`config.mk`:
```
export PLATFORM = sky130hd
export DESIGN_NAME = mgr_regs
export DESIGN_NICKNAME = d
export VERILOG_FILES = /design/src/mgr_pkg.sv /design/src/mgr_gain_scale.sv /design/src/mgr_regs.sv
export SDC_FILE = /design/constraint.sdc
export NUM_CORES = 1
export LEC_CHECK = 0
export BUFFER_PORTS_ARGS = -buffer_cell sky130_fd_sc_hd__buf_4
export CELL_PAD_IN_SITES_DETAIL_PLACEMENT = 1
export CELL_PAD_IN_SITES_GLOBAL_PLACEMENT = 1
export CORE_MARGIN = 5
export CORE_UTILIZATION = 46
export CTS_BUF_LIST = sky130_fd_sc_hd__clkbuf_4
export DETAILED_ROUTE_END_ITERATION = 10
export PLACE_DENSITY_LB_ADDON = 0.25
export SKIP_LAST_GASP = 1
export SYNTH_ARGS = -nofsm -noshare
export SYNTH_HDL_FRONTEND = slang
export SYNTH_HIERARCHICAL = 1
export SYNTH_SLANG_ARGS = --single-unit
```
`constraint.sdc`:
```
create_clock -name CLK_IN -period 13.3 [get_ports CLK_IN]
set_input_delay 2.66 -clock CLK_IN [delete_from_list [all_inputs] [get_ports CLK_IN]]
set_output_delay 2.66 -clock CLK_IN [all_outputs]
set_load 0.05 [all_outputs]
```
`src/mgr_pkg.sv`:
```
// Constants shared by the monitor gain and ring delay register block.
// Assumes a single 125 MHz register clock and an 8-bit register port.
package mgr_pkg;

  // ************************************************************
  // Register map
  // ************************************************************
  localparam logic [7:0] ADDR_TX_GAIN   = 8'h15;
  localparam logic [7:0] ADDR_RING_CTL1 = 8'h16;
  localparam logic [7:0] RST_TX_GAIN    = 8'h00;
  localparam logic [7:0] RST_RING_CTL1  = 8'h00;
  localparam logic [7:0] RDATA_NONE     = 8'h00;

  // Field positions in the ring validation control register
  localparam int DLY_LO_MSB = 7;
  localparam int DLY_LO_LSB = 6;
  localparam int MAX_MSB    = 5;
  localparam int MAX_LSB    = 0;

  // ************************************************************
  // Gain scaling
  // ************************************************************
  localparam logic [7:0] GAIN_MUTE  = 8'h00;
  localparam int         GAIN_SHIFT = 6;    // Unity code is 64
  localparam int         SAMPLE_W   = 16;
  localparam int         PROD_W     = 25;

  // ************************************************************
  // Timing
  // ************************************************************
  localparam int CLK_PERIOD_NS    = 8;
  localparam int RING_STEP_MS     = 256;
  localparam int RING_STEP_CYCLES = RING_STEP_MS * 1000000 / CLK_PERIOD_NS;
  localparam int QUAL_TICK_US     = 2000;
  localparam int QUAL_TICK_CYCLES = QUAL_TICK_US * 1000 / CLK_PERIOD_NS;
  localparam int PRESC_W          = 25;
  localparam logic [PRESC_W-1:0] PRESC_ZERO = 25'h0000000;
  localparam logic [PRESC_W-1:0] PRESC_ONE  = 25'h0000001;
  localparam logic [2:0] DLY_ZERO  = 3'h0;
  localparam logic [2:0] DLY_ONE   = 3'h1;
  localparam logic [5:0] TMR_ZERO  = 6'h00;
  localparam logic [5:0] TMR_ONE   = 6'h01;

  // Ring indication states
  typedef enum logic [2:0] {
    RD_IDLE     = 3'b001,
    RD_WAIT     = 3'b010,
    RD_INDICATE = 3'b100
  } mgr_ring_e;

endpackage

```
`src/mgr_gain_scale.sv`:
```
// Linear gain stage for the transmit copy sent to the monitor output.
// Assumes samples arrive as signed words with a one-cycle valid strobe.
`timescale 1ns/100ps

module mgr_gain_scale (
  input  wire logic                                clk_in,
  input  wire logic                                rstn_in,
  input  wire logic signed [mgr_pkg::SAMPLE_W-1:0] sample_in,
  input  wire logic                                sample_valid_in,
  input  wire logic [7:0]                          gain_in,
  output logic signed [mgr_pkg::SAMPLE_W-1:0]      sample_out,
  output logic                                     sample_valid_out
);

  localparam logic signed [mgr_pkg::SAMPLE_W-1:0] MAX_S =
    {1'b0, {(mgr_pkg::SAMPLE_W-1){1'b1}}};
  localparam logic signed [mgr_pkg::SAMPLE_W-1:0] MIN_S =
    {1'b1, {(mgr_pkg::SAMPLE_W-1){1'b0}}};

  logic signed [mgr_pkg::PROD_W-1:0]   prod;
  logic signed [mgr_pkg::PROD_W-1:0]   scaled;
  logic signed [mgr_pkg::SAMPLE_W-1:0] out_d;
  logic signed [mgr_pkg::SAMPLE_W-1:0] out_q;
  logic                                vld_q;

  // ************************************************************
  // Scale by code/64 and saturate; gains above unity can clip
  // ************************************************************
  always_comb begin
    prod   = mgr_pkg::PROD_W'(sample_in) *
             $signed({1'b0, gain_in});
    scaled = prod >>> mgr_pkg::GAIN_SHIFT;
    if (!sample_valid_in) begin
      out_d = out_q;                                          // Hold
    end else if (gain_in == mgr_pkg::GAIN_MUTE) begin
      out_d = '0;
    end else if (scaled > mgr_pkg::PROD_W'(MAX_S)) begin
      out_d = MAX_S;
    end else if (scaled < mgr_pkg::PROD_W'(MIN_S)) begin
      out_d = MIN_S;
    end else begin
      out_d = scaled[mgr_pkg::SAMPLE_W-1:0];
    end
  end

  // Output register, updated only with a new sample
  always_ff @(posedge clk_in or negedge rstn_in) begin
    if (!rstn_in) begin
      out_q <= '0;
      vld_q <= 1'b0;
    end else begin
      out_q <= out_d;
      vld_q <= sample_valid_in;
    end
  end

  // Outputs straight from flip-flops
  assign sample_out       = out_q;
  assign sample_valid_out = vld_q;

endmodule // mgr_gain_scale

```
`src/mgr_regs.sv`:
```
// Monitor gain and ring validation control registers with the logic
// they steer. Assumes the register port and all event inputs are
// synchronous to CLK_IN.
// Both registers reset to zero, so the monitor copy starts muted.
//
// Functional notes
// Eight-bit read/write transmit monitor gain in bits 7 to 0.
// Monitor transmit copy scaled linearly by gain code over 64.
// Gain code zero mutes the transmit contribution completely.
// Code 64 unity, 255 +12 dB, 127 +6, 32 -6, 16 -12 dB.
// Delay low bits at 7:6, joined with a high bit held elsewhere.
// Valid ring reported only after the programmed delay expires.
// Delay code 0 gives 0 ms, 1 gives 256, 2 gives 512 ms.
// Timer loads start value per event; too high at next event invalidates.
// Each further delay code step adds another 256 ms.
`timescale 1ns/100ps

module mgr_regs #(
  parameter int unsigned RING_STEP_CYCLES = mgr_pkg::RING_STEP_CYCLES,
  parameter int unsigned QUAL_TICK_CYCLES = mgr_pkg::QUAL_TICK_CYCLES
) (
  input  wire logic                                CLK_IN,
  input  wire logic                                RSTN_IN,
  input  wire logic [7:0]                          REG_ADDR_IN,
  input  wire logic [7:0]                          REG_WDATA_IN,
  input  wire logic                                REG_WR_IN,
  input  wire logic                                REG_RD_IN,
  output logic [7:0]                               REG_RDATA_OUT,
  input  wire logic                                RING_DELAY_HIGH_IN,
  input  wire logic [5:0]                          RING_ASSERT_START_IN,
  input  wire logic                                TIP_RING_EVENT_IN,
  input  wire logic                                RING_VALID_IN,
  output logic                                     RING_INDICATE_OUT,
  output logic                                     RING_INVALID_OUT,
  input  wire logic signed [mgr_pkg::SAMPLE_W-1:0] TX_SAMPLE_IN,
  input  wire logic                                TX_SAMPLE_VALID_IN,
  output logic signed [mgr_pkg::SAMPLE_W-1:0]      MONITOR_TX_OUT,
  output logic                                     MONITOR_TX_VALID_OUT
);

  // ************************************************************
  // Prescaler end points
  // ************************************************************
  localparam logic [mgr_pkg::PRESC_W-1:0] STEP_LAST =
    mgr_pkg::PRESC_W'(RING_STEP_CYCLES - 1);
  localparam logic [mgr_pkg::PRESC_W-1:0] TICK_LAST =
    mgr_pkg::PRESC_W'(QUAL_TICK_CYCLES - 1);

  // ************************************************************
  // Register file
  // ************************************************************
  logic [7:0] tx_monitor_gain_q, tx_monitor_gain_d;
  logic [7:0] ring_ctl_q,        ring_ctl_d;
  logic [7:0] rdata_q,           rdata_d;
  logic [2:0] ring_delay_code;
  logic [5:0] ring_max_count;

  // Writes and registered read data; unmapped reads return zero
  always_comb begin
    tx_monitor_gain_d = tx_monitor_gain_q;
    ring_ctl_d        = ring_ctl_q;
    rdata_d           = rdata_q;
    if (REG_WR_IN && REG_ADDR_IN == mgr_pkg::ADDR_TX_GAIN) begin
      tx_monitor_gain_d = REG_WDATA_IN;
    end
    if (REG_WR_IN && REG_ADDR_IN == mgr_pkg::ADDR_RING_CTL1) begin
      ring_ctl_d = REG_WDATA_IN;
    end
    if (REG_RD_IN) begin
      case (REG_ADDR_IN)
        mgr_pkg::ADDR_TX_GAIN:   rdata_d = tx_monitor_gain_q;
        mgr_pkg::ADDR_RING_CTL1: rdata_d = ring_ctl_q;
        default:                 rdata_d = mgr_pkg::RDATA_NONE;
      endcase
    end
  end

  // Register state; reset leaves the gain muted
  always_ff @(posedge CLK_IN or negedge RSTN_IN) begin
    if (!RSTN_IN) begin
      tx_monitor_gain_q <= mgr_pkg::RST_TX_GAIN;
      ring_ctl_q        <= mgr_pkg::RST_RING_CTL1;
      rdata_q           <= mgr_pkg::RDATA_NONE;
    end else begin
      tx_monitor_gain_q <= tx_monitor_gain_d;
      ring_ctl_q        <= ring_ctl_d;
      rdata_q           <= rdata_d;
    end
  end

  // High delay bit lives in the neighbouring register
  assign ring_delay_code = {RING_DELAY_HIGH_IN,
    ring_ctl_q[mgr_pkg::DLY_LO_MSB:mgr_pkg::DLY_LO_LSB]};
  assign ring_max_count  = ring_ctl_q[mgr_pkg::MAX_MSB:mgr_pkg::MAX_LSB];
  assign REG_RDATA_OUT   = rdata_q;

  // ************************************************************
  // Monitor transmit gain
  // ************************************************************
  mgr_gain_scale u_gain (
    .clk_in           (CLK_IN),
    .rstn_in          (RSTN_IN),
    .sample_in        (TX_SAMPLE_IN),
    .sample_valid_in  (TX_SAMPLE_VALID_IN),
    .gain_in          (tx_monitor_gain_q),
    .sample_out       (MONITOR_TX_OUT),
    .sample_valid_out (MONITOR_TX_VALID_OUT)
  );

  // ************************************************************
  // Ring indication delay
  // ************************************************************
  // Delay state, step prescaler and whole steps still to wait
  mgr_pkg::mgr_ring_e            rd_state_q, rd_state_d;
  logic [mgr_pkg::PRESC_W-1:0]   step_cnt_q, step_cnt_d;
  logic [2:0]                    steps_left_q, steps_left_d;

  // Counts whole 256 ms steps; dropping the valid level aborts at once
  always_comb begin
    rd_state_d   = rd_state_q;
    step_cnt_d   = step_cnt_q;
    steps_left_d = steps_left_q;
    case (rd_state_q)
      mgr_pkg::RD_IDLE: begin
        step_cnt_d   = mgr_pkg::PRESC_ZERO;
        steps_left_d = ring_delay_code;
        if (RING_VALID_IN) begin
          rd_state_d = (ring_delay_code == mgr_pkg::DLY_ZERO) ?
                       mgr_pkg::RD_INDICATE : mgr_pkg::RD_WAIT;
        end
      end
      mgr_pkg::RD_WAIT: begin
        if (!RING_VALID_IN) begin
          rd_state_d = mgr_pkg::RD_IDLE;
        end else if (step_cnt_q == STEP_LAST) begin
          step_cnt_d   = mgr_pkg::PRESC_ZERO;
          steps_left_d = steps_left_q - mgr_pkg::DLY_ONE;
          if (steps_left_q == mgr_pkg::DLY_ONE) begin
            rd_state_d = mgr_pkg::RD_INDICATE;
          end
        end else begin
          step_cnt_d = step_cnt_q + mgr_pkg::PRESC_ONE;
        end
      end
      mgr_pkg::RD_INDICATE: begin
        if (!RING_VALID_IN) begin
          rd_state_d = mgr_pkg::RD_IDLE;
        end
      end
      default: begin
        rd_state_d = mgr_pkg::RD_IDLE;
      end
    endcase
  end

  // Delay state registers
  always_ff @(posedge CLK_IN or negedge RSTN_IN) begin
    if (!RSTN_IN) begin
      rd_state_q   <= mgr_pkg::RD_IDLE;
      step_cnt_q   <= mgr_pkg::PRESC_ZERO;
      steps_left_q <= mgr_pkg::DLY_ZERO;
    end else begin
      rd_state_q   <= rd_state_d;
      step_cnt_q   <= step_cnt_d;
      steps_left_q <= steps_left_d;
    end
  end

  // Decoded from the state register alone, so it cannot glitch
  assign RING_INDICATE_OUT = (rd_state_q == mgr_pkg::RD_INDICATE);

  // ************************************************************
  // Ring qualification timer
  // ************************************************************
  // Tick prescaler, loaded timer, arm flag and invalid pulse
  logic [mgr_pkg::PRESC_W-1:0] tick_cnt_q, tick_cnt_d;
  logic [5:0]                  qual_tmr_q, qual_tmr_d;
  logic                        armed_q,    armed_d;
  logic                        invalid_q,  invalid_d;

  // First event only arms; comparison needs a previous load
  always_comb begin
    tick_cnt_d = tick_cnt_q;
    qual_tmr_d = qual_tmr_q;
    armed_d    = armed_q;
    invalid_d  = 1'b0;
    if (TIP_RING_EVENT_IN) begin
      invalid_d  = armed_q && (qual_tmr_q > ring_max_count);
      qual_tmr_d = RING_ASSERT_START_IN;
      armed_d    = 1'b1;
      tick_cnt_d = mgr_pkg::PRESC_ZERO;
    end else if (tick_cnt_q == TICK_LAST) begin
      tick_cnt_d = mgr_pkg::PRESC_ZERO;
      if (qual_tmr_q != mgr_pkg::TMR_ZERO) begin
        qual_tmr_d = qual_tmr_q - mgr_pkg::TMR_ONE;
      end
    end else begin
      tick_cnt_d = tick_cnt_q + mgr_pkg::PRESC_ONE;
    end
  end

  // Qualifier registers
  always_ff @(posedge CLK_IN or negedge RSTN_IN) begin
    if (!RSTN_IN) begin
      tick_cnt_q <= mgr_pkg::PRESC_ZERO;
      qual_tmr_q <= mgr_pkg::TMR_ZERO;
      armed_q    <= 1'b0;
      invalid_q  <= 1'b0;
    end else begin
      tick_cnt_q <= tick_cnt_d;
      qual_tmr_q <= qual_tmr_d;
      armed_q    <= armed_d;
      invalid_q  <= invalid_d;
    end
  end

  // Registered one-cycle invalid pulse
  assign RING_INVALID_OUT = invalid_q;

endmodule // mgr_regs

```
# Word-level counts from Yosys, hierarchy flattened

Cells that the tools add are included.

Input bits: 46
Register bits: 105
Output and inout port bits: 27

Equality and inequality tests: 14
Mux-type cells: 23
Magnitude comparators: 3
Multipliers: 1
Reductions and logical operators: 13
$add $sub $neg: 4

Operators with widths:

| kind                    | number |
|---|---|
| $mux W25                | 4 |
| $add A25 B1 Y25 const B | 2 |
| $pmux W25 S2            | 1 |
| $mux W16                | 3 |
| $eq A25 B18 Y1 const B  | 1 |
| $eq A25 B25 Y1 const B  | 1 |
| $mul A16 B9 Y25         | 1 |
| $mux W3                 | 8 |
| $gt A19 B16 Y1 const B  | 1 |
| $lt A19 B16 Y1 const B  | 1 |
| $mux W6                 | 3 |
| $eq A8 B5 Y1 const B    | 2 |
| $pmux W8 S2             | 1 |
| $pmux W3 S3             | 1 |
| $logic_not A8 Y1        | 1 |
| $ne A2 B2 Y1 const B    | 4 |
| $eq A3 B1 Y1 const B    | 2 |
| $gt A6 B6 Y1            | 1 |
| $ne A3 B3 Y1 const B    | 2 |
| $pmux W3 S2             | 1 |
| $reduce_bool A2 Y1      | 3 |
| $reduce_bool A6 Y1      | 1 |
| $sub A6 B1 Y6 const B   | 1 |
| $reduce_and A2 Y1       | 2 |
| 8 further kinds         | 10 |

# Logic depth before layout (Yosys ltp)

Gate-level depths: netlist of the first run.

Word-level depth: 5
Gate-level depth with buffers: 21
Depth with buffers taken out: 19

# Cells and area by module

Netlist of the first run, hierarchy kept.

Modules (own cells, without submodules):

| module         | instances | cells an instance | area an instance (um^2) |
|---|---|---|---|
| mgr_gain_scale | 1         | 591               | 5,322.6 |
| mgr_regs       | 1         | 483               | 4,611.9 |

# Least setup slack after synthesis of the first run

OpenSTA, ideal clock, no wires.

Kind: input-to-reg
Start: input TX_SAMPLE_IN[15] (netlist bit)
End: register u_gain.out_q (netlist bit u_gain/sample_out[5])
Path slack: 6,009 ps
Library setup time: 126 ps
Data arrival time: 7,165 ps
Buffers on the path: 2
Stages on the path: 18
Path through: and2_1 fa_1 inv_1 fa_1 fa_1 fa_1 inv_1 ha_1 buf_2 and4_1 nand2_1 o31ai_1 o31a_1 nor2_1 xnor2_2 a21oi_2 buf_6 a221o_1

Cells in the longest elaborated chain, start to end: 5

RTL lines:

| what                 | RTL line             | text |
|---|---|---|
| start, declared      | mgr_regs.sv:35       | `input wire logic signed [mgr_pkg::SAMPLE_W-1:0] TX_SAMPLE_IN,` |
| $mul A16 B9 Y25 (*)  | mgr_gain_scale.sv:30 | `prod = mgr_pkg::PROD_W'(sample_in) *` |
| $lt A19 B16 Y1       | mgr_gain_scale.sv:39 | `end else if (scaled < mgr_pkg::PROD_W'(MIN_S)) begin` |
| $mux W16             | mgr_gain_scale.sv:39 |  |
| $mux W16 (*)         | mgr_gain_scale.sv:37 | `end else if (scaled > mgr_pkg::PROD_W'(MAX_S)) begin` |
| $mux W16 (*)         | mgr_gain_scale.sv:35 | `end else if (gain_in == mgr_pkg::GAIN_MUTE) begin` |
| end signal, assigned | mgr_gain_scale.sv:52 | `out_q <= out_d;` |
| end, declared        | mgr_gain_scale.sv:23 | `logic signed [mgr_pkg::SAMPLE_W-1:0] out_q;` |

Every way passes the cells marked *; elsewhere a longest branch is shown, timed or not.
A chain may end at the register's enable or synchronous reset.

# Final worst setup path of the first run

Start: input TX_SAMPLE_IN[15] (netlist bit)
End: register u_gain.out_q (netlist bit u_gain/sample_out[3])

The elaborated chain is that of the path after synthesis.

==> impl_metrics.yaml, run 1 <==
clock_tree:
  clkSinkCount: 105
  htree_num_levels: 3
  clock-root-buffer: "clkbuf_4"
  path_clk_slew_ps: 160
  clkLatencyLatePin_ps: 470
  cts_tree: "done"
  cts_setup_buffers: 0
  postCtsHoldBufs: 0
  clk_path_buf_depth: 2
  numCtsBuffers: 9
  cts_resized: 0
sta:
  setup_violations: 0
  rsz0062_at_grt: "no"
  setup_ws_ps: 5810
  maxSlewViolCount: 0
  fmax_mhz: 133
  skew_ps: 29.1
  worstMarginPinSlew_ps: 1050
  setup_tns_ps: 0
  slew-limit-headroom_pct: 29.9
  fin_crit_sh_pct: 56.3
  min_period_ps: 7490
  finalHoldViolCount: 0
grt:
  globalRouteTotalUtil_pct: 21.7
  grt_start_max_net_pins: 77
  grt_pass1_wl_um: 43100
  grt_pass1_vias: 8469
  antenna_found_initial: 0
  gr-total-overflow: 0
run_status:
  status: "complete, no violations"
route:
  via_per_inst: 5.58
  drt-total-wl_um: 25600
  drt-pass1-iter-count: 5
  remaining_drc_errors: 0
  ant_nets: 0
  vias: 7848
  wl_per_cell_um: 18.2
  drtIter0Drc: 364
die:
  fp.coreArea_um2: 21200
  rows: 53
  die_h_um: 157
  initial_core_util_pct: 47.0
  die_w_um: 157
  die_area_um2: 24600
  io-pin-count: 73
pwr:
  p_sw_share_pct: 41.4
  p_comb_share_pct: 40.0
  pwr-share-seq_pct: 42.1
  ir_worst_vdd_uv: 56.3
  p_int_mw: 0.540
  switchingPower_mw: 0.381
  clockPowerShare_pct: 17.9
  p_per_area_nw_per_um2: 85.1
  leakagePower_nw: 5.31
run:
  maxCapViolCount: 0
setup_path:
  worstPathArrival_ps: 7890
  setup.worst_path.class: "input pin to register"
  cp_max_fo: 15
  startpoint_type: "input pin"
  cp-end-kind: "register"
  crit_top_cell: "fa_1"
  reg2reg_depth: 17
  path_cells: "buf_4, nand2_1, fa_1, inv_1, fa_1, fa_1, inv_1, fa_1, inv_1, ha_1, a211o_1, a21oi_2, o21bai_1, o31a_1, a21o_1, nand4bb_1, a21oi_2, a221o_1"
  crit_required_ps: 13690
  max_stage_delay_ps: 730
  crit_slowest_cell: "fa_1"
yosys:
  syn_nets: 1279
  ys_ff_latch: 105
  yosysSeqAreaShare_pct: 26.5
  yosys-top-cells-area: "dfrtp_1 26%, fa_1 20%, ha_1 7.3%"
  synth.distinct_cells: 72
  syn_area_um2: 9930
  ys.flop_type: "dfrtp_1"
  yosysTopAreaCell: "dfrtp_1"
  async_flop_share_pct: 100
  synth_edf_count: 0
  synth_top_area_share_pct: 26.2
  postSynthAreaPerCell_um2: 9.25
  synth.most_common_cell: "inv_1"
  netlist_instances: 1074
  synth_common_cells: "158 x inv_1, 104 x dfrtp_1, 101 x fa_1, 100 x nand2_1, 76 x and2_1"
  yosys_warnings: 6
final_layout:
  layout-drive-gt1-share_pct: 11.1
  final_net_count: 1332
  antennaDiodeCount: 0
  area_growth_syn_to_layout_pct: 8.94
placed_design:
  port_buffers: 72
  gp_congestion: 0.806
  dp_hpwl_um: 19800
  dp_slack_ps: 5350
min_path:
  hp-class: "register to register"
  worstHoldPathCells: 1
## critical path: cells and delay by family
family	cells	cell delay, ps
AOI/OAI and AO/OA	7	1900
buffers and inverters	4	360
and+or+nand+nor	2	320
adders and majority gates	5	2640
## layout make-up
cell class                 count  area (um2)
timing repair buffer          76         571
sequential                   105        2630
multi-input combinational    776        6550
clock buffer                  10        75.1
tap                          275         344
clock inverter                 5        57.6
fill                        2476       10300
inverter                     159         597
## sequential cells by signal, summed over array words and instances, names as in the netlist
register / cells
REG_RDATA_OUT: 8
RING_INVALID_OUT: 1
armed_q: 1
qual_tmr_q: 6
rd_state_q: 3
ring_ctl_q: 8
step_cnt_q: 25
steps_left_q: 3
tick_cnt_q: 25
tx_monitor_gain_q: 8
u_gain/sample_out: 16
u_gain/sample_valid_out: 1
## cells in the final DEF (no fill, tap or decap), types with 21 or more instances in the layout
cell type  instances
ha_1              58
dfrtp_1          104
and2_1            76
xnor2_1           27
buf_4             76
a21oi_1           55
nand2_1          100
fa_1             101
nand3_1           28
inv_1            158
nor2_1            67
nor3_1            21
o21ai_0           28
## cells by family (layout without fill, tap and decap cells)
logic type	Yosys count	count (layout)	synth area share, %
and+or+nand+nor	382	382	20.4
buffers and inverters	193	250	7.61
AOI/OAI and AO/OA	170	170	11.7
adders and majority gates	159	159	27.7
DFF	105	105	26.5
xor gates and xnor gates	46	46	4.13
muxes	19	19	2.13
## power groups by stage
| stage | registers, mW | logic (mW) | clock network, mW |
|---|---|---|---|
| final | 0.388 | 0.368 | 0.165 |
| after global routing | 0.391 | 0.412 | 0.184 |
| after CTS | 0.386 | 0.372 | 0.172 |
| after detailed placement | 0.392 | 0.371 | 0 |
| after global placement | 0.391 | 0.361 | 0 |
| after floorplan | 0.430 | 0.212 | 0 |
## layer usage
| layer | part of all wire [%] | wire, um | GRT usage [%] | vias to the layer above |
|---|---|---|---|---|
| met4 | 0.91 | 233 | 3.47 | 0 |
| met3 | 3.7 | 959 | 3.08 | 20 |
| met5 | 0 | 0 | 0 | - |
| met1 | 46 | 11900 | 30.3 | 4038 |
| met2 | 49 | 12500 | 36.9 | 116 |
| li1 | - | - | - | 3674 |
## final timing paths
| path | from | end | slack [ps] |
|---|---|---|---|
| worst max-delay path | TX_SAMPLE_IN[15] | u_gain/sample_out[3]$_DFFE_PN0P_ | 5810 |
| worst min-delay path | tick_cnt_q[0]$_DFF_PN0_ | tick_cnt_q[0]$_DFF_PN0_ | 510 |
| worst max register to register | tx_monitor_gain_q[1]$_DFFE_PN0P_ | u_gain/sample_out[3]$_DFFE_PN0P_ | 6980 |
| worst min register to register | tick_cnt_q[0]$_DFF_PN0_ | tick_cnt_q[0]$_DFF_PN0_ | 510 |
| max in group asynchronous | RSTN_IN | tick_cnt_q[7]$_DFF_PN0_ | 9870 |
| min in group asynchronous | RSTN_IN | step_cnt_q[18]$_DFFE_PN0P_ | 2090 |
## per-stage QoR
step / hold WS, ps / cells / util [%] / total power [mW] / instance area [um2]
after floorplan: 437 / 1074 / - / 0.642 / 9930
after global placement: 458 / 1391 / 50.5 / 0.752 / 10700
after detailed placement: 487 / 1391 / 50.5 / 0.763 / 10700
after CTS: 516 / 1406 / 51.2 / 0.931 / 10800
after global routing: 524 / 1406 / 51.2 / 0.988 / 10800
final: 513 / 1406 / 51.2 / 0.921 / 10800
Power figures use the tool's default switching activity.
==> run 2, diff against run 1 <==
==> constraint.sdc (replaced) <==
create_clock -name CLK_IN -period 7.4 [get_ports CLK_IN]
set_input_delay 1.48 -clock CLK_IN [delete_from_list [all_inputs] [get_ports CLK_IN]]
set_output_delay 1.48 -clock CLK_IN [all_outputs]
set_load 0.05 [all_outputs]
==> run 2 against run 1 <==
  * Global-route usage grew 0.33 points
  * Sequential share of layout area shrank 0.059 points
  * Power grew 83%
  * Cell count is essentially flat
  * Setup slack lost 4700 ps
  * Clock skew shrank 13 ps
  * Sequential power grew 79%
  * Routed wire length grew 0.48%
  * Sequential cell count is the same
  * Via count shrank 0.36%
  * First-iteration DRC count shrank 11%
  * Die area is the same
==> impl_metrics.yaml, run 2 (synthesis results as in run 1) <==
pwr:
  p_int_mw: 1.00
  p_per_area_nw_per_um2: 155
  pwr-share-seq_pct: 41.3
  p_sw_share_pct: 40.6
  clockPowerShare_pct: 19.4
  leakagePower_nw: 5.33
  p_comb_share_pct: 39.4
  switchingPower_mw: 0.684
  total_power_mw: 1.68
  ir_worst_vdd_uv: 97.7
setup_path:
  crit_slowest_cell: "fa_1"
  cp-end-kind: "register"
  setup.worst_path.class: "input pin to register"
  cp_num_cells: 18
  reg2reg_depth: 15
  r2r_start: "tx_monitor_gain_q[2]$_DFFE_PN0P_"
  path_cells: "buf_4, nand2_1, inv_1, fa_1, inv_1, fa_1, fa_1, fa_1, inv_1, ha_1, and4_1, nand2_1, o31ai_1, nor2_1, a21o_1, nand4bb_1, a21oi_2, a221o_1"
  worstPathArrival_ps: 6740
  max_stage_delay_ps: 620
  crit_top_cell: "fa_1"
  crit_required_ps: 7810
  regToRegSetupSlack_ps: 1170
  crit_family: "adder cells"
  startpoint_type: "input pin"
  cp_max_fo: 15
  regToRegEndpoint: "u_gain/sample_out[2]$_DFFE_PN0P_"
  crit_buf_inv: 4
route:
  drt-total-wl_um: 25700
  wl_per_cell_um: 18.3
  remaining_drc_errors: 0
  vias: 7820
  drt-pass1-iter-count: 5
  ant_nets: 0
  via_per_inst: 5.56
  drtIter0Drc: 323
placed_design:
  gp_congestion: 0.816
  port_buffers: 72
  dp_slack_ps: 603
  dp_hpwl_um: 19900
final_layout:
  final_cell_mix: "158 x inv_1, 104 x dfrtp_1, 101 x fa_1, 100 x nand2_1, 77 x buf_4"
  antennaDiodeCount: 0
  layout-drive-gt1-share_pct: 11.1
  final_net_count: 1333
  area_growth_syn_to_layout_pct: 9.21
  final_core_util_pct: 51.3
  fillers: 2512
  final_common_cell: "inv_1"
grt:
  antenna_found_initial: 0
  grt_pass1_vias: 8764
  grt_pass1_wl_um: 44000
  top_usage_layer: "met2"
  grt_use_met1_pct: 30.6
  use_met3_pct: 3.19
  globalRouteTotalUtil_pct: 22.1
  grt_start_max_net_pins: 77
  met2_usage_pct: 37.2
  gr-total-overflow: 0
clock_tree:
  clk_path_buf_depth: 2
  clock-root-buffer: "clkbuf_4"
  cts_resized: 0
  path_clk_slew_ps: 150
  htree_num_levels: 3
  numCtsBuffers: 9
  cts_setup_buffers: 0
  clkLatencyLatePin_ps: 470
  clkSinkCount: 105
  cts_tree: "done"
  postCtsHoldBufs: 0
die:
  io-pin-count: 73
  rows: 53
  die_h_um: 157
  fp.coreArea_um2: 21200
  die_area_um2: 24600
  die_w_um: 157
  initial_core_util_pct: 47.0
sta:
  min_period_ps: 6340
  finalHoldViolCount: 0
  maxSlewViolCount: 0
  skew_ps: 16.3
  setup_ws_ps: 1060
  fin_crit_sh_pct: 85.6
  fmax_mhz: 158
  setup_violations: 0
  slew-limit-headroom_pct: 29.8
  worstMarginPinSlew_ps: 1050
  setup_tns_ps: 0
  rsz0062_at_grt: "no"
run:
  maxCapViolCount: 0
min_path:
  worstHoldEndpoint: "tick_cnt_q[0]$_DFF_PN0_"
  worstHoldPathCells: 1
  hp-start: "tick_cnt_q[0]$_DFF_PN0_"
  hp-class: "register to register"
run_status:
  status: "complete, no violations"
## run 2: cell count changes in the layout (fill, tap and decap cells not counted), sizes merged
cell,previous run,this run
buf,76,77
bufinv,1,2
clkbuf,10,9
clkinv,3,4
clkinvlp,2,1
## run 2: how the worst max path moves through the flow
stage	start	end	slack (ps)
after floorplan	TX_SAMPLE_IN[15]	u_gain/sample_out[5]$_DFFE_PN0P_	1290
after global placement	TX_SAMPLE_IN[15]	u_gain/sample_out[1]$_DFFE_PN0P_	810
after detailed placement	TX_SAMPLE_IN[15]	u_gain/sample_out[13]$_DFFE_PN0P_	600
after CTS	TX_SAMPLE_IN[15]	u_gain/sample_out[2]$_DFFE_PN0P_	1110
after global routing	tx_monitor_gain_q[2]$_DFFE_PN0P_	u_gain/sample_out[2]$_DFFE_PN0P_	770
final	TX_SAMPLE_IN[15]	u_gain/sample_out[2]$_DFFE_PN0P_	1060
## run 2: metal layers
layer | vias up | wire length [um] | share of wire, %
li1 | 3673 | - | -
met1 | 4003 | 12000 | 47
met2 | 124 | 12500 | 48
met3 | 20 | 922 | 3.6
met4 | 0 | 318 | 1.2
met5 | - | 0 | 0
## run 2: cell type report
cell class / count / area (um2) / area share (%)
Multi-Input combinational cell: 776 / 6550 / 60.4
Sequential cell: 105 / 2630 / 24.2
Inverter: 159 / 597 / 5.50
Timing Repair Buffer: 77 / 578 / 5.33
Tap cell: 275 / 344 / 3.17
Clock inverter: 6 / 83.8 / 0.773
Clock buffer: 9 / 67.6 / 0.623
## run 2: power by group through the flow
stage	Sequential, mW	Clock (mW)	Combinational, mW
5_1_grt	0.701	0.360	0.741
6_report	0.695	0.326	0.663
2_1_floorplan	0.772	0	0.382
3_3_place_gp	0.702	0	0.651
3_5_place_dp	0.704	0	0.670
4_1_cts	0.693	0.335	0.671
## run 2: metrics by stage
step	cell area [um2]	cells	hold WS, ps
after floorplan	9930	1074	437
after global placement	10700	1392	457
after detailed placement	10700	1392	478
after CTS	10800	1407	517
after global routing	10800	1407	534
final	10800	1407	508
==> run 3, diff against run 2 <==
--- a/config.mk
+++ b/config.mk
@@ -13,6 +13,7 @@
 export CTS_BUF_LIST = sky130_fd_sc_hd__clkbuf_4
 export DETAILED_ROUTE_END_ITERATION = 10
 export PLACE_DENSITY_LB_ADDON = 0.25
+export RECOVER_POWER = 25
 export SKIP_LAST_GASP = 1
 export SYNTH_ARGS = -nofsm -noshare
 export SYNTH_HDL_FRONTEND = slang
==> run 3 against run 2 <==
  * Sequential share of layout area about the same
  * Largest power group unchanged
  * Maximum frequency is essentially flat
  * Clock skew rose by 0.68 ps
  * Register-to-register slack about the same
  * Global-route usage unchanged
  * Setup slack worse by 5.1 ps
  * The flow now finishes with violations (max-capacitance violations, max-slew violations)
  * Non-clock buffer count is the same
  * Largest cell class unchanged
  * Cell count unchanged
  * Worst hold slack hardly changed
==> impl_metrics.yaml, run 3 (synthesis results as in run 1) <==
clock_tree:
  cts_setup_buffers: 0
  clock-root-buffer: "clkbuf_4"
  postCtsHoldBufs: 0
  numCtsBuffers: 9
  cts_resized: 0
  clk_path_buf_depth: 2
  htree_num_levels: 3
  clkSinkCount: 105
  path_clk_slew_ps: 150
  cts_tree: "done"
  clkLatencyLatePin_ps: 470
route:
  vias: 7828
  drt-total-wl_um: 25700
  drtIter0Drc: 328
  remaining_drc_errors: 0
  drt-pass1-iter-count: 5
  via_per_inst: 5.56
  wl_per_cell_um: 18.3
  ant_nets: 0
run_status:
  status: "complete, but fails checks"
  violations: "max-capacitance violations, max-slew violations"
setup_path:
  cp_max_fo: 15
  startpoint_type: "input pin"
  crit_slowest_cell: "fa_1"
  setup.worst_path.class: "input pin to register"
  path_cells: "buf_4, nand2_1, inv_1, fa_1, inv_1, fa_1, fa_1, fa_1, inv_1, ha_1, and4_1, nand2_1, o31ai_1, nor2_1, a21o_1, nand4bb_1, a21oi_2, a221o_1"
  max_stage_delay_ps: 620
  crit_top_cell: "fa_1"
  worstPathArrival_ps: 6750
  reg2reg_depth: 15
  crit_required_ps: 7810
  cp-end-kind: "register"
pwr:
  leakagePower_nw: 5.31
  p_comb_share_pct: 39.4
  p_sw_share_pct: 40.7
  p_per_area_nw_per_um2: 155
  p_int_mw: 0.998
  pwr-share-seq_pct: 41.3
  switchingPower_mw: 0.684
  clockPowerShare_pct: 19.4
  ir_worst_vdd_uv: 97.7
placed_design:
  dp_hpwl_um: 19900
  gp_congestion: 0.816
  dp_cells: 1392
  port_buffers: 72
grt:
  gr-total-overflow: 0
  globalRouteTotalUtil_pct: 22.1
  grt_pass1_wl_um: 44000
  grt_start_max_net_pins: 77
  grt_pass1_vias: 8764
  antenna_found_initial: 0
final_layout:
  fin_cells: 1407
  seq_area_um2: 2630
  fillers: 2514
  antennaDiodeCount: 0
  final_cell_mix: "158 x inv_1, 104 x dfrtp_1, 101 x fa_1, 100 x nand2_1, 76 x and2_1"
  area_growth_syn_to_layout_pct: 9.02
  layout-drive-gt1-share_pct: 10.7
  multi_input_area_um2: 6550
  final_net_count: 1333
  final_common_cell: "inv_1"
sta:
  fmax_mhz: 158
  rsz0062_at_grt: "no"
  fin_crit_sh_pct: 85.7
  setup_violations: 0
  skew_ps: 16.9
  maxSlewViolCount: 31
  min_period_ps: 6340
  slew-limit-headroom_pct: -12.0
  worstMarginPinSlew_ps: 1680
  finalHoldViolCount: 0
  setup_tns_ps: 0
die:
  io-pin-count: 73
  die_w_um: 157
  initial_core_util_pct: 47.0
  die_area_um2: 24600
  rows: 53
  die_h_um: 157
  fp.coreArea_um2: 21200
run:
  maxCapViolCount: 1
min_path:
  worstHoldPathCells: 1
  hp-class: "register to register"
run 3: cell count changes in the layout (fill, tap and decap cells not counted), sizes merged:
| cell | previous run | this run |
|---|---|---|
| buf | 77 | 72 |
| clkbuf | 9 | 14 |
run 3: final cells by class:
cell class | count | share of cell area [%]
clock buffers | 9 | 0.624
clock inverters | 6 | 0.774
inverters | 159 | 5.51
multi-input cells | 776 | 60.5
flip-flops and latches | 105 | 24.3
well taps | 275 | 3.18
repair buffers | 77 | 5.16
run 3: worst max-delay path, delay by kind of cell:
kind | cells | cell delay (ps)
AOI/OAI and AO/OA | 4 | 1430
adders and majority gates | 5 | 2610
buffers and inverters | 4 | 360
and+or+nand+nor | 5 | 870
run 3: routing by layer:
metal / global-route usage (%) / share of wire, %
met5: 0 / 0
met4: 4.34 / 1.4
met3: 3.19 / 3.6
met2: 37.2 / 48
met1: 30.6 / 47
run 3: power by group through the flow:
| stage | registers (mW) | clock network (mW) | logic, mW |
|---|---|---|---|
| after CTS | 0.693 | 0.335 | 0.671 |
| after detailed placement | 0.704 | 0 | 0.670 |
| after floorplan | 0.772 | 0 | 0.382 |
| after global routing | 0.701 | 0.360 | 0.740 |
| final | 0.694 | 0.326 | 0.662 |
| after global placement | 0.702 | 0 | 0.651 |
run 3: path summary, 6_finish.rpt:
path	from	endpoint	slack [ps]
max	TX_SAMPLE_IN[15]	u_gain/sample_out[2]$_DFFE_PN0P_	1060
min	tick_cnt_q[0]$_DFF_PN0_	tick_cnt_q[0]$_DFF_PN0_	510
max reg2reg	tx_monitor_gain_q[2]$_DFFE_PN0P_	u_gain/sample_out[2]$_DFFE_PN0P_	1170
min reg2reg	tick_cnt_q[0]$_DFF_PN0_	tick_cnt_q[0]$_DFF_PN0_	510
max in group asynchronous	RSTN_IN	tick_cnt_q[11]$_DFF_PN0_	4200
min in group asynchronous	RSTN_IN	u_gain/sample_out[6]$_DFFE_PN0P_	1420
run 3: through the flow:
| stage | hold slack, ps | worst slack, ps | cell area [um2] | util (%) | total power, mW |
|---|---|---|---|---|---|
| floorplan | 437 | 1290 | 9930 | - | 1.15 |
| global placement | 457 | 813 | 10700 | 50.6 | 1.35 |
| detailed placement | 478 | 603 | 10700 | 50.6 | 1.37 |
| CTS | 517 | 1110 | 10800 | 51.3 | 1.70 |
| global route | 534 | 772 | 10800 | 51.2 | 1.80 |
| finish | 508 | 1060 | 10800 | 51.2 | 1.68 |
